## src/hw/lpmc_consts.vh

```
// Constants of the low power mode controller
`ifndef LPMC_CONSTS_VH
`define LPMC_CONSTS_VH
// Register byte offsets
`define LPMC_OFS_MODE_SEL 8'h40
`define LPMC_OFS_CLK_GATE 8'h44
`define LPMC_OFS_OSC_CTRL 8'h48
`define LPMC_OFS_STATUS 8'h4C
// Field layout
`define LPMC_MODE_MSB 2
`define LPMC_MODE_DEEP 3'h2
`define LPMC_MODE_SLEEP 3'h4
`define LPMC_OSC_FAST_EN 0
`define LPMC_OSC_FLASH_EN 1
`define LPMC_OSC_LVD_EN 2
`define LPMC_OSC_HS_RUN 3
// Reset values
`define LPMC_MODE_RESET 3'h0
`define LPMC_GATE_RESET 32'h0100000F
`define LPMC_OSC_RESET 4'hF
// Timing
`define LPMC_CLK_MHZ 25
`define LPMC_EXT_OSC_CLKS 2048
`define LPMC_INT_OSC_CLKS 32
`define LPMC_DEEP_WAKE_US 10
`define LPMC_DEEP_WAKE_CYC (`LPMC_DEEP_WAKE_US * `LPMC_CLK_MHZ)
`define LPMC_SLEEP_WAKE_CYC (`LPMC_EXT_OSC_CLKS + `LPMC_INT_OSC_CLKS)
`endif

```

## src/hw/lpmc_sync.v

```verilog
// Two-flop synchroniser for a vector of pin inputs
`timescale 1ns/100ps
`default_nettype none
module lpmc_sync #(
  parameter WIDTH = 1
) (
  // Clock and reset
  input wire clk_i,
  input wire reset_i,
  // Data
  input wire [WIDTH-1:0] async_i,
  output wire [WIDTH-1:0] sync_o
);
  reg [WIDTH-1:0] stage_a;
  reg [WIDTH-1:0] stage_b;
  always @(posedge clk_i) begin
    if (reset_i) begin
      stage_a <= {WIDTH{1'b0}};
      stage_b <= {WIDTH{1'b0}};
    end else begin
      stage_a <= async_i;
      stage_b <= stage_a;
    end
  end
  assign sync_o = stage_b;
endmodule
`default_nettype wire

```

## src/hw/lpmc_wake_timer.v

```verilog
// Down counter for the oscillator stabilisation wait
`timescale 1ns/100ps
`default_nettype none
module lpmc_wake_timer #(
  parameter WIDTH = 12
) (
  // Clock and reset
  input wire clk_i,
  input wire reset_i,
  // Control
  input wire load_i,
  input wire [WIDTH-1:0] count_i,
  output wire done_o
);
  reg [WIDTH-1:0] remain;
  always @(posedge clk_i) begin
    if (reset_i) begin
      remain <= {WIDTH{1'b0}};
    end else if (load_i) begin
      remain <= count_i;
    end else if (remain != {WIDTH{1'b0}}) begin
      remain <= remain - {{(WIDTH-1){1'b0}}, 1'b1};
    end
  end
  assign done_o = (remain == {WIDTH{1'b0}}) && !load_i;
endmodule
`default_nettype wire

```

## src/hw/lpmc_ctrl.v

```verilog
// Low power mode controller with AHB-Lite register slave
`timescale 1ns/100ps
`default_nettype none
`include "lpmc_consts.vh"
module lpmc_ctrl #(
  parameter NUM_IRQ = 32,
  parameter NUM_GPIO = 16,
  parameter WAKE_WIDTH = 12
) (
  // Clock and reset
  input wire clk_i,
  input wire reset_i,
  // AHB-Lite slave
  input wire hsel_i,
  input wire [31:0] haddr_i,
  input wire [1:0] htrans_i,
  input wire hwrite_i,
  input wire [2:0] hsize_i,
  input wire [31:0] hwdata_i,
  input wire hready_i,
  output wire [31:0] hrdata_o,
  output wire hreadyout_o,
  output wire hresp_o,
  // Core side
  input wire wfi_i,
  input wire [NUM_IRQ-1:0] irq_i,
  input wire timer16_unit_zero_irq_i,
  input wire timer16_unit_one_irq_i,
  // GPIO wake requests and sense type (1 = level)
  input wire [NUM_GPIO-1:0] gpio_irq_i,
  input wire [NUM_GPIO-1:0] gpio_level_sense_i,
  // Reset pin, active low, asynchronous to clk_i
  input wire reset_pin_n_i,
  // Peripheral read-back gating
  input wire [31:0] periph_rdata_i,
  input wire [4:0] periph_rd_sel_i,
  output reg [31:0] periph_rdata_o,
  // Clock and power controls
  output reg core_clk_en_o,
  output reg [31:0] periph_clk_en_o,
  output reg fast_osc_en_o,
  output reg slow_osc_en_o,
  output reg flash_en_o,
  output reg lvd_en_o,
  output reg debug_keep_o,
  output reg hold_pins_o,
  output reg chip_reset_o,
  output reg [1:0] power_state_o,
  output reg wake_pulse_o
);
  // ------------------------------------------------------------
  // States
  // ------------------------------------------------------------
  localparam ST_NORMAL = 3'h0;
  localparam ST_SLEEP = 3'h1;
  localparam ST_DEEP = 3'h2;
  localparam ST_WAKE = 3'h3;
  // Both waits must fit in WAKE_WIDTH bits; the cut below only drops zero bits
  localparam integer SLEEP_WAIT_CYC = `LPMC_SLEEP_WAKE_CYC;
  localparam integer DEEP_WAIT_CYC = `LPMC_DEEP_WAKE_CYC;
  localparam [WAKE_WIDTH-1:0] SLEEP_WAIT = SLEEP_WAIT_CYC[WAKE_WIDTH-1:0];
  localparam [WAKE_WIDTH-1:0] DEEP_WAIT = DEEP_WAIT_CYC[WAKE_WIDTH-1:0];

  function [1:0] lpmc_decode;
    input [2:0] mode;
    begin
      case (mode)
        `LPMC_MODE_DEEP: lpmc_decode = 2'h2;
        `LPMC_MODE_SLEEP: lpmc_decode = 2'h1;
        default: lpmc_decode = 2'h0;
      endcase
    end
  endfunction

  // ------------------------------------------------------------
  // Synchronised pins
  // ------------------------------------------------------------
  wire [NUM_GPIO:0] pins_sync;
  wire [NUM_GPIO-1:0] gpio_sync;
  wire pin_reset_sync;
  lpmc_sync #(
    .WIDTH(NUM_GPIO + 1)
  ) u_sync (
    .clk_i(clk_i),
    .reset_i(reset_i),
    .async_i({~reset_pin_n_i, gpio_irq_i}),
    .sync_o(pins_sync)
  );
  assign gpio_sync = pins_sync[NUM_GPIO-1:0];
  assign pin_reset_sync = pins_sync[NUM_GPIO];

  // ------------------------------------------------------------
  // Registers
  // ------------------------------------------------------------
  reg [2:0] mode_sel;
  reg [31:0] clk_gate;
  reg [3:0] osc_ctrl;
  reg [2:0] state;
  reg [2:0] next_state;
  reg [1:0] entered;
  reg ph_valid;
  reg ph_write;
  reg [7:0] ph_addr;
  reg [31:0] rdata;
  reg timer_load;
  reg [WAKE_WIDTH-1:0] timer_count;
  wire timer_done;

  lpmc_wake_timer #(
    .WIDTH(WAKE_WIDTH)
  ) u_timer (
    .clk_i(clk_i),
    .reset_i(reset_i),
    .load_i(timer_load),
    .count_i(timer_count),
    .done_o(timer_done)
  );

  // ------------------------------------------------------------
  // AHB-Lite slave, zero wait states
  // ------------------------------------------------------------
  wire addr_phase = hsel_i && htrans_i[1] && hready_i;
  always @(posedge clk_i) begin
    if (reset_i) begin
      ph_valid <= 1'b0;
      ph_write <= 1'b0;
      ph_addr <= 8'h00;
    end else begin
      ph_valid <= addr_phase;
      ph_write <= hwrite_i;
      ph_addr <= haddr_i[7:0];
    end
  end

  // Mode field is only changed by software, never by wakeup
  always @(posedge clk_i) begin
    if (reset_i) begin
      mode_sel <= `LPMC_MODE_RESET;
      clk_gate <= `LPMC_GATE_RESET;
      osc_ctrl <= `LPMC_OSC_RESET;
    end else if (ph_valid && ph_write) begin
      case (ph_addr)
        `LPMC_OFS_MODE_SEL: mode_sel <= hwdata_i[`LPMC_MODE_MSB:0];
        `LPMC_OFS_CLK_GATE: clk_gate <= hwdata_i;
        `LPMC_OFS_OSC_CTRL: osc_ctrl <= hwdata_i[3:0];
        default: ;
      endcase
    end
  end

  always @(posedge clk_i) begin
    if (reset_i) begin
      rdata <= 32'h00000000;
    end else if (addr_phase && !hwrite_i) begin
      case (haddr_i[7:0])
        `LPMC_OFS_MODE_SEL: rdata <= {29'h0, mode_sel};
        `LPMC_OFS_CLK_GATE: rdata <= clk_gate;
        `LPMC_OFS_OSC_CTRL: rdata <= {28'h0, osc_ctrl};
        `LPMC_OFS_STATUS: rdata <= {27'h0, state, power_state_o};
        default: rdata <= 32'h00000000;
      endcase
    end
  end
  assign hrdata_o = rdata;
  assign hreadyout_o = 1'b1;
  assign hresp_o = 1'b0;

  // ------------------------------------------------------------
  // Wake sources
  // ------------------------------------------------------------
  // Level-sensitive pins are masked so a held level cannot end Deep-sleep
  wire gpio_edge_wake = |(gpio_sync & ~gpio_level_sense_i);
  wire deep_wake = gpio_edge_wake || timer16_unit_zero_irq_i
                   || timer16_unit_one_irq_i;
  wire sleep_wake = (|irq_i) || (|gpio_sync) || timer16_unit_zero_irq_i
                    || timer16_unit_one_irq_i;

  // ------------------------------------------------------------
  // Mode state machine
  // ------------------------------------------------------------
  always @* begin
    next_state = state;
    timer_load = 1'b0;
    timer_count = {WAKE_WIDTH{1'b0}};
    case (state)
      ST_NORMAL: begin
        if (wfi_i && lpmc_decode(mode_sel) == 2'h2) begin
          next_state = ST_DEEP;
        end else if (wfi_i && lpmc_decode(mode_sel) == 2'h1) begin
          next_state = ST_SLEEP;
        end
      end
      ST_SLEEP: begin
        if (sleep_wake) begin
          if (osc_ctrl[`LPMC_OSC_HS_RUN]) begin
            next_state = ST_NORMAL;
          end else begin
            next_state = ST_WAKE;
            timer_load = 1'b1;
            timer_count = SLEEP_WAIT;
          end
        end
      end
      ST_DEEP: begin
        if (deep_wake) begin
          next_state = ST_WAKE;
          timer_load = 1'b1;
          timer_count = DEEP_WAIT;
        end
      end
      ST_WAKE: begin
        if (timer_done) begin
          next_state = ST_NORMAL;
        end
      end
      default: next_state = ST_NORMAL;
    endcase
  end

  always @(posedge clk_i) begin
    if (reset_i || pin_reset_sync) begin
      state <= ST_NORMAL;
      entered <= 2'h0;
    end else begin
      state <= next_state;
      if (state == ST_NORMAL && next_state == ST_DEEP) begin
        entered <= 2'h2;
      end else if (state == ST_NORMAL && next_state == ST_SLEEP) begin
        entered <= 2'h1;
      end
    end
  end

  // ------------------------------------------------------------
  // Clock and power outputs
  // ------------------------------------------------------------
  // Outputs follow the next state, so they move at the edge that moves the state, except a reset-pin return to Normal, which they follow one edge later
  reg next_core_clk_en;
  reg [31:0] next_periph_clk_en;
  reg next_fast_osc_en;
  reg next_slow_osc_en;
  reg next_flash_en;
  reg next_lvd_en;
  reg next_debug_keep;
  reg next_hold_pins;
  reg [1:0] next_power_state;
  reg next_wake_pulse;

  always @* begin
    next_core_clk_en = (next_state == ST_NORMAL);
    next_hold_pins = (next_state != ST_NORMAL);
    next_debug_keep = (next_state != ST_DEEP);
    next_wake_pulse = (state != ST_NORMAL) && (next_state == ST_NORMAL)
                      && !pin_reset_sync;
    // The mode shows from the entry edge on and is kept while waking
    case (next_state)
      ST_SLEEP: next_power_state = 2'h1;
      ST_DEEP: next_power_state = 2'h2;
      ST_WAKE: next_power_state = entered;
      default: next_power_state = 2'h0;
    endcase
    if (next_state == ST_DEEP) begin
      next_periph_clk_en = 32'h00000000;
      next_fast_osc_en = 1'b0;
      next_slow_osc_en = 1'b0;
      next_flash_en = osc_ctrl[`LPMC_OSC_FLASH_EN];
      next_lvd_en = osc_ctrl[`LPMC_OSC_LVD_EN];
    end else begin
      next_periph_clk_en = clk_gate;
      // Forced on outside Sleep so the wake wait has a running oscillator to settle
      next_fast_osc_en = osc_ctrl[`LPMC_OSC_FAST_EN] || (next_state != ST_SLEEP);
      next_slow_osc_en = 1'b1;
      next_flash_en = osc_ctrl[`LPMC_OSC_FLASH_EN] || (next_state == ST_NORMAL);
      next_lvd_en = osc_ctrl[`LPMC_OSC_LVD_EN];
    end
  end

  // ------------------------------------------------------------
  // Registered outputs
  // ------------------------------------------------------------
  always @(posedge clk_i) begin
    if (reset_i) begin
      core_clk_en_o <= 1'b1;
      periph_clk_en_o <= `LPMC_GATE_RESET;
      fast_osc_en_o <= 1'b1;
      slow_osc_en_o <= 1'b1;
      flash_en_o <= 1'b1;
      lvd_en_o <= 1'b1;
      debug_keep_o <= 1'b1;
      hold_pins_o <= 1'b0;
      chip_reset_o <= 1'b1;
      power_state_o <= 2'h0;
      wake_pulse_o <= 1'b0;
    end else begin
      chip_reset_o <= pin_reset_sync;
      wake_pulse_o <= next_wake_pulse;
      core_clk_en_o <= next_core_clk_en;
      hold_pins_o <= next_hold_pins;
      debug_keep_o <= next_debug_keep;
      power_state_o <= next_power_state;
      periph_clk_en_o <= next_periph_clk_en;
      fast_osc_en_o <= next_fast_osc_en;
      slow_osc_en_o <= next_slow_osc_en;
      flash_en_o <= next_flash_en;
      lvd_en_o <= next_lvd_en;
    end
  end

  // Gated-off peripherals read as zero
  always @(posedge clk_i) begin
    if (reset_i) begin
      periph_rdata_o <= 32'h00000000;
    end else begin
      periph_rdata_o <= periph_clk_en_o[periph_rd_sel_i] ? periph_rdata_i
                        : 32'h00000000;
    end
  end
endmodule
`default_nettype wire

```

## config.mk

```make
export PLATFORM = sky130hd
export DESIGN_NAME = lpmc_ctrl
export DESIGN_NICKNAME = d
export VERILOG_FILES = /design/src/hw/lpmc_sync.v /design/src/hw/lpmc_wake_timer.v /design/src/hw/lpmc_ctrl.v
export VERILOG_INCLUDE_DIRS = /design/src /design/src/hw
export SDC_FILE = /design/constraint.sdc
export NUM_CORES = 1
export LEC_CHECK = 0
export BUFFER_PORTS_ARGS = -buffer_cell sky130_fd_sc_hd__buf_2
export CORE_ASPECT_RATIO = 0.7
export CORE_UTILIZATION = 45
export DETAILED_ROUTE_END_ITERATION = 8
export PLACE_DENSITY = 0.76
export SLEW_MARGIN = 10
export SYNTH_ARGS = -nofsm -noshare
export SYNTH_HDL_FRONTEND = slang
export SYNTH_SLANG_ARGS = --single-unit
```

## constraint.sdc

```tcl
create_clock -name clk_i -period 3.81 [get_ports clk_i]
set_clock_uncertainty 0.2 [all_clocks]
set_input_delay 0.5715 -clock clk_i [delete_from_list [all_inputs] [get_ports clk_i]]
set_output_delay 0.5715 -clock clk_i [all_outputs]
set_load 0.02 [all_outputs]
```

==> results of run 1 <==
-- logic make-up after synthesis --
family / after synthesis / share of synthesized area [%]
AND/OR/NAND/NOR: 320 / 23.93
flip-flops: 206 / 56.78
XOR/XNOR: 7 / 0.8441
multiplexers: 23 / 5.530
adder cells (fa/ha/maj): 1 / 0.1722
AO/OA/AOI/OAI: 102 / 9.320
buffers and inverters: 53 / 3.325
other: 2 / 0.1034
-- per-layer routing --
metal | GRT usage, % | vias up
li1 | - | 2907
met1 | 28.40 | 2653
met2 | 35.75 | 211
met3 | 7.094 | 28
met4 | 5.286 | 2
met5 | 0 | -
-- worst paths after layout --
check | from | slack [ns] | end
min | reset_pin_n_i | 0.04 | u_sync.stage_a[16]
min reg2reg | u_sync.stage_a[13] | 0.23 | u_sync.sync_o[13]
max | periph_rd_sel_i[0] | 1.20 | periph_rdata_o[31]
max reg2reg | u_sync.sync_o[7] | 1.24 | u_timer.remain[9]
-- cells in the final DEF (no fill, tap or decap), types with 3 or more instances in the layout --
cell / synthesis / routed
o21a_1: 3 / 3
clkbuf_16: 0 / 21
nand4_1: 3 / 3
nand3_1: 13 / 13
a21oi_1: 40 / 39
mux2i_1: 9 / 9
dfxtp_1: 206 / 206
nor2b_1: 48 / 48
xor2_1: 3 / 3
nand2b_1: 10 / 10
inv_1: 13 / 13
or2_2: 5 / 5
o21ai_0: 6 / 6
or3_1: 5 / 5
nor3b_1: 4 / 4
nor4_1: 16 / 16
buf_2: 1 / 256
xnor2_1: 4 / 4
o211ai_1: 3 / 3
and2_1: 29 / 29
a21o_1: 5 / 5
nor3_1: 7 / 7
mux4_2: 11 / 11
nor2_1: 59 / 59
nor2b_2: 30 / 30
buf_4: 3 / 8
clkbuf_8: 0 / 5
conb_1: 2 / 3
nand2_1: 82 / 82
a22oi_1: 31 / 31
clkinv_2: 0 / 4
clkbuf_1: 30 / 3
-- power by group through the flow --
stage	logic, mW	clock network (mW)	registers (mW)
6_report	0.538	1.91	2.27
5_1_grt	0.599	2.05	2.28
3_3_place_gp	0.517	0	2.32
2_1_floorplan	0.371	0	2.32
3_5_place_dp	0.533	0	2.32
4_1_cts	0.539	1.96	2.27
-- registers in the layout (all words and copies together), names as in the netlist --
| name | count |
|---|---|
| slow_osc_en_o | 1 |
| flash_en_o | 1 |
| u_timer.remain | 12 |
| chip_reset_o | 1 |
| clk_gate | 32 |
| state | 3 |
| core_clk_en_o | 1 |
| fast_osc_en_o | 1 |
| power_state_o | 2 |
| hrdata_o | 32 |
| mode_sel | 3 |
| periph_rdata_o | 32 |
| u_sync.stage_a | 17 |
| entered | 2 |
| hold_pins_o | 1 |
| osc_ctrl | 4 |
| lvd_en_o | 1 |
| ph_valid | 1 |
| periph_clk_en_o | 32 |
| ph_addr | 8 |
| u_sync.sync_o | 17 |
| wake_pulse_o | 1 |
| ph_write | 1 |
-- cells in the mapped netlist (5+ instances only) --
cell type,n
nor2b_2,30
dfxtp_1,206
or3_1,5
a22oi_1,31
nor4_1,16
a21oi_1,40
nand2_1,82
nand3_1,13
nor2b_1,48
nor3_1,7
mux4_2,11
inv_1,13
nand2b_1,10
and2_1,29
mux2i_1,9
or2_2,5
nor2_1,59
a21o_1,5
o21ai_0,6
clkbuf_1,30
-- worst max-delay path: cells and delay by family --
family,cells,cell delay [ns]
mux,2,1.06
buf+inv,2,0.70
simple gates,2,0.26
compound gates,1,0.14
-- area by class of cell --
type / count / area, µm²
flip-flops and latches: 206 / 4124
inverters: 13 / 48.80
repair buffers: 264 / 1341
well taps: 200 / 250.2
multi-input cells: 456 / 2905
clock buffers: 29 / 605.6
clock inverters: 7 / 43.79
fillers: 1372 / 6324
-- through the flow --
| step | area, µm² | util, % |
|---|---|---|
| after floorplan | 7267 | - |
| after global placement | 8670 | 55.42 |
| after detailed placement | 8670 | 55.42 |
| after CTS | 9319 | 59.57 |
| after global routing | 9319 | 59.57 |
| final | 9319 | 59.57 |
==> summary.txt, run 1 <==
status -> completed
gr usage total -> 21.95%
hold-critical path depth -> 2
synth warn -> 0
P&R area growth vs syn -> 28.30%
Ports -> 288
die width -> 153.9 µm
CP peak stage delay -> 0.60 ns
Routed met2 length -> 8001 µm
FF+latch count, synth -> 206
Setup Total Neg Slack -> 0 ns
DRT Pass-1 Iters -> 4
CTS tree -> built
Sw Share -> 24.00%
Switch Pwr -> 1.133 mW
ys async rst share -> 0%
Tcrit/Tclk final -> 68.52%
share of the synthesized area in the top cell type -> 56.78%
initial core utilization -> 46.43%
Root Driver -> clkbuf_16
CTS max path bufs -> 3
clock sinks -> 206
Rel. slew slack -> 28.32%
dominant synthesized flop cell -> dfxtp_1
Clock Power Share -> 40.5%
Netlist cell types -> 53
endpoints failing setup -> 0
initial antenna violation count -> 1
Reg clk slew, reported paths -> 0.06 ns
crit path cell chain -> buf_2 -> mux4_1 -> mux4_2 -> nor3b_1 -> a31oi_4 -> buf_4 -> nor2b_1
worst-case reg-to-reg path depth -> 6
CP arrival -> 2.75 ns
fraction of power consumed by sequential logic -> 48.1%
Max-cap violations -> 0
Final Wtd Congestion -> 0.8275
Setup crit start kind -> input pin
Final Hold Fails -> 0
Crit Path Category -> in -> reg
Slew Limit Fails -> 0
CP max FO -> 32
vias in the first global route -> 5513
Area contributors post-synth -> dfxtp_1, nand2_1, nor2b_1
top layer in use -> met5
Worst-Margin Slew -> 1.075 ns
ANT cells -> 0
Post-synth EDFFs -> 0
Clk Latency, worst-skew pair -> 0.48 ns
Power Dens Cells -> 506.8 nW/µm²
P_int -> 3.589 mW
Worst path slowest cell -> mux4_1
largest net degree at the start of global routing -> 59
pre-CTS setup slack -> 0.6951 ns
total gr overflow -> 0
Setup WS post-layout -> 1.199 ns
via count -> 5801
Port Buffer Count -> 257
H-tree levels -> 1
DP HPWL -> 13090 µm
Hold WC Path Type -> in -> reg
RSZ-0062 raised after global routing -> no
Hold WS -> 0.04038 ns
post_cts resized -> 0
M1 WL -> 8281 µm
via density per instance -> 4.937
Comb pwr share -> 11.4%
Antenna Nets Post-Route -> 0
Avg Cell Area, Syn -> 10.17 µm²
mean routed wirelength per cell -> 15.46 µm
layout cells sized above 1 -> 35.90%
post-CTS setup buffers -> 0
Post-Place Cells -> 1139
fin crit period -> 2.611 ns
# hold bufs at CTS -> 0
final WL -> 18170 µm
total power -> 4.723 mW
leakage power -> 4.125 nW
DR WL met3 -> 1552 µm
FP Rows -> 38
CTS buffer count -> 20
First DRT Iteration DRCs -> 386
Vert. Die Dim -> 108.3 µm
first-pass GRT wire length -> 28900 µm
die area -> 16660 µm²
Synth Instances -> 714
core area -> 15640 µm²
Worst IR Drop VDD -> 0.3702 mV
sequential area share after synthesis -> 56.78%
f_max -> 383.1 MHz
Syn Std Cell Area -> 7263 µm²
leading area contributor after synthesis -> dfxtp_1
remaining routing DRC violations -> 0
crit path capture type -> flip-flop
CP required -> 3.95 ns
Nets -> 1141
Non-Filler Instances -> 1175
Power figures use the tool's default switching activity.
==> run 2: changes to the inputs <==
CORE_UTILIZATION = 43   (was 45)
clock period = 2.24 ns   (was 3.81 ns; I/O delays follow)
==> run 2 against run 1 <==
The flow now finishes with violations (setup timing). Critical path depth unchanged. Hold slack better by 0.0045 ns. Utilization up 5.6 points. Flip-flop and latch count unchanged. Power up 81%. Critical endpoint is now fast_osc_en_o.
==> summary.txt, run 2 (same netlist as run 1, synthesis figures left out) <==
f_max -> 430.4 MHz
post-route cell area -> 10690 µm² (+15%)
total gr overflow -> 0 (unchanged)
via density per instance -> 4.802 (-2.7%)
Core Util, Final -> 65.21% (+5.6 points)
DRT Pass-1 Iters -> 4 (unchanged)
Hold WC Path Type -> in -> reg
layout filler cell count -> 1296 (-5.5%)
largest net degree at the start of global routing -> 60 (+1.7%)
Worst IR Drop VDD -> 0.6189 mV (+67%)
via count -> 6324 (+9.0%)
leakage power -> 4.677 nW (+13%)
CP required -> 2.42 ns (-1.53 ns)
layout cells sized above 1 -> 37.01% (+1.1 points)
Switch Pwr -> 1.967 mW (+73%)
CTS max path bufs -> 3 (unchanged)
Worst R2R Setup Slack -> -0.08 ns (-1.32 ns)
failing checks -> setup timing
CTS buffer count -> 20 (unchanged)
remaining routing DRC violations -> 0 (unchanged)
most common cell after layout, fill and taps aside -> buf_2
Reg clk slew, reported paths -> 0.06 ns (about the same)
Ports -> 288 (unchanged)
initial core utilization -> 44.30% (-2.1 points)
CTS tree -> built
Tcrit/Tclk final -> 103.7%
fin crit period -> 2.323 ns
RSZ-0062 raised after global routing -> yes
Post-Place Cells -> 1183 (+3.9%)
mean routed wirelength per cell -> 15.22 µm (-1.6%)
status -> finished, violations left
Final Wtd Congestion -> 0.8967 (+8.4%)
final WL -> 20040 µm (+10%)
First DRT Iteration DRCs -> 342 (-11%)
die width -> 157.3 µm (+2.3%)
Slew Limit Fails -> 0 (unchanged)
first-pass GRT wire length -> 30880 µm (+6.9%)
Clk Latency, worst-skew pair -> 0.49 ns (about the same)
P_int -> 6.570 mW (+83%)
Clock Power Share -> 41.0% (+0.5 points)
gr usage total -> 22.44% (+0.49 points)
Port Buffer Count -> 257 (unchanged)
crit path capture type -> flip-flop
Crit Path Category -> reg -> reg
Vert. Die Dim -> 110.7 µm (+2.3%)
Power Dens Cells -> 798.5 nW/µm² (+58%)
fraction of power consumed by sequential logic -> 45.3% (-2.8 points)
Non-Filler Instances -> 1317 (+12%)
endpoints failing setup -> 22 (+22)
Comb pwr share -> 13.7% (+2.3 points)
Sw Share -> 23.04% (-0.97 points)
Root Driver -> clkbuf_16
FP Rows -> 39 (+2.6%)
CP arrival -> 2.50 ns (-0.25 ns)
Max-cap violations -> 0 (unchanged)
initial antenna violation count -> 2 (+1)
vias in the first global route -> 6227 (+13%)
core area -> 16400 µm² (+4.8%)
Nets -> 1256 (+10%)
Setup WS post-layout -> -0.08341 ns (-1.283 ns)
H-tree levels -> 1 (unchanged)
most frequent cells in the layout -> buf_2, dfxtp_1, dlygate4sd3_1
Final Hold Fails -> 0 (unchanged)
Antenna Nets Post-Route -> 0 (unchanged)
CP max FO -> 5 (-84%)
Setup crit start kind -> flip-flop
P&R area growth vs syn -> 47.20%
clock sinks -> 206 (unchanged)
DP Area -> 8922 µm² (+2.9%)
die area -> 17420 µm² (+4.6%)
DP HPWL -> 13270 µm (+1.3%)
-- run 2: power by group through the flow --
| stage | Sequential, mW | Combinational [mW] | Clock, mW |
|---|---|---|---|
| 2_1_floorplan | 3.94 | 0.635 | 0 |
| 4_1_cts | 3.86 | 1.10 | 3.56 |
| 6_report | 3.86 | 1.17 | 3.50 |
| 5_1_grt | 3.87 | 1.27 | 3.75 |
| 3_3_place_gp | 3.94 | 0.954 | 0 |
| 3_5_place_dp | 3.94 | 0.974 | 0 |
-- run 2: stage by stage --
step                      setup WS [ns]  TNS, ns  hold slack (ns)  power, mW
final                          -0.08341  -0.3420          0.04492      8.537
after global routing            -0.1530   -3.455          0.03842      8.900
after CTS                      -0.02839  -0.2210          0.02285      8.521
after detailed placement        -0.3164   -15.37           0.2231      4.913
after global placement          -0.2921   -14.27           0.2167      4.889
after floorplan                -0.05389   -1.617           0.2027      4.577
-- run 2: critical path: stages (launching register included) --
cell and delay [ns]:
dfxtp_2 0.32, or3_4 0.42, nor4_4 0.42, nor3b_2 0.10, a211oi_2 0.35, buf_4 0.18
nand3_1 0.06, o21a_1 0.17
-- run 2: final timing paths --
| path | cells after the start | end | startpoint |
|---|---|---|---|
| worst max-delay path | 7 | fast_osc_en_o | u_timer.remain[4] |
| worst min-delay path | 3 | ph_addr[3] | haddr_i[3] |
| worst max register to register | 7 | fast_osc_en_o | u_timer.remain[4] |
| worst min register to register | 1 | u_sync.sync_o[1] | u_sync.stage_a[1] |
-- run 2: cell type report --
class / instances / area [µm²] / share of cell area [%]
multi-input combinational: 456 / 3020 / 28.25
timing repair buffer: 379 / 2509 / 23.46
antenna: 3 / 7.507 / 0.07022
sequential: 206 / 4134 / 38.67
inverter: 13 / 48.80 / 0.4564
clock inverter: 6 / 105.1 / 0.9830
tap: 225 / 281.5 / 2.633
clock buffer: 29 / 585.6 / 5.477
-- run 2: metal layers --
| layer | GRT usage, % | vias up | wire length (µm) |
|---|---|---|---|
| li1 | - | 3138 | - |
| met1 | 29.18 | 2910 | 8766 |
| met2 | 35.84 | 243 | 8971 |
| met3 | 7.780 | 33 | 1925 |
| met4 | 4.790 | 0 | 376 |
| met5 | 0 | - | 0 |
-- run 2: timing repair --
action	in CTS	in global routing
pin swaps	1	8
setup buffers	0	6
hold buffers	90	0
resized for setup	6	30
endpoints found under the hold margin	96	0
endpoints found under the setup margin	36	83
gates cloned	0	0
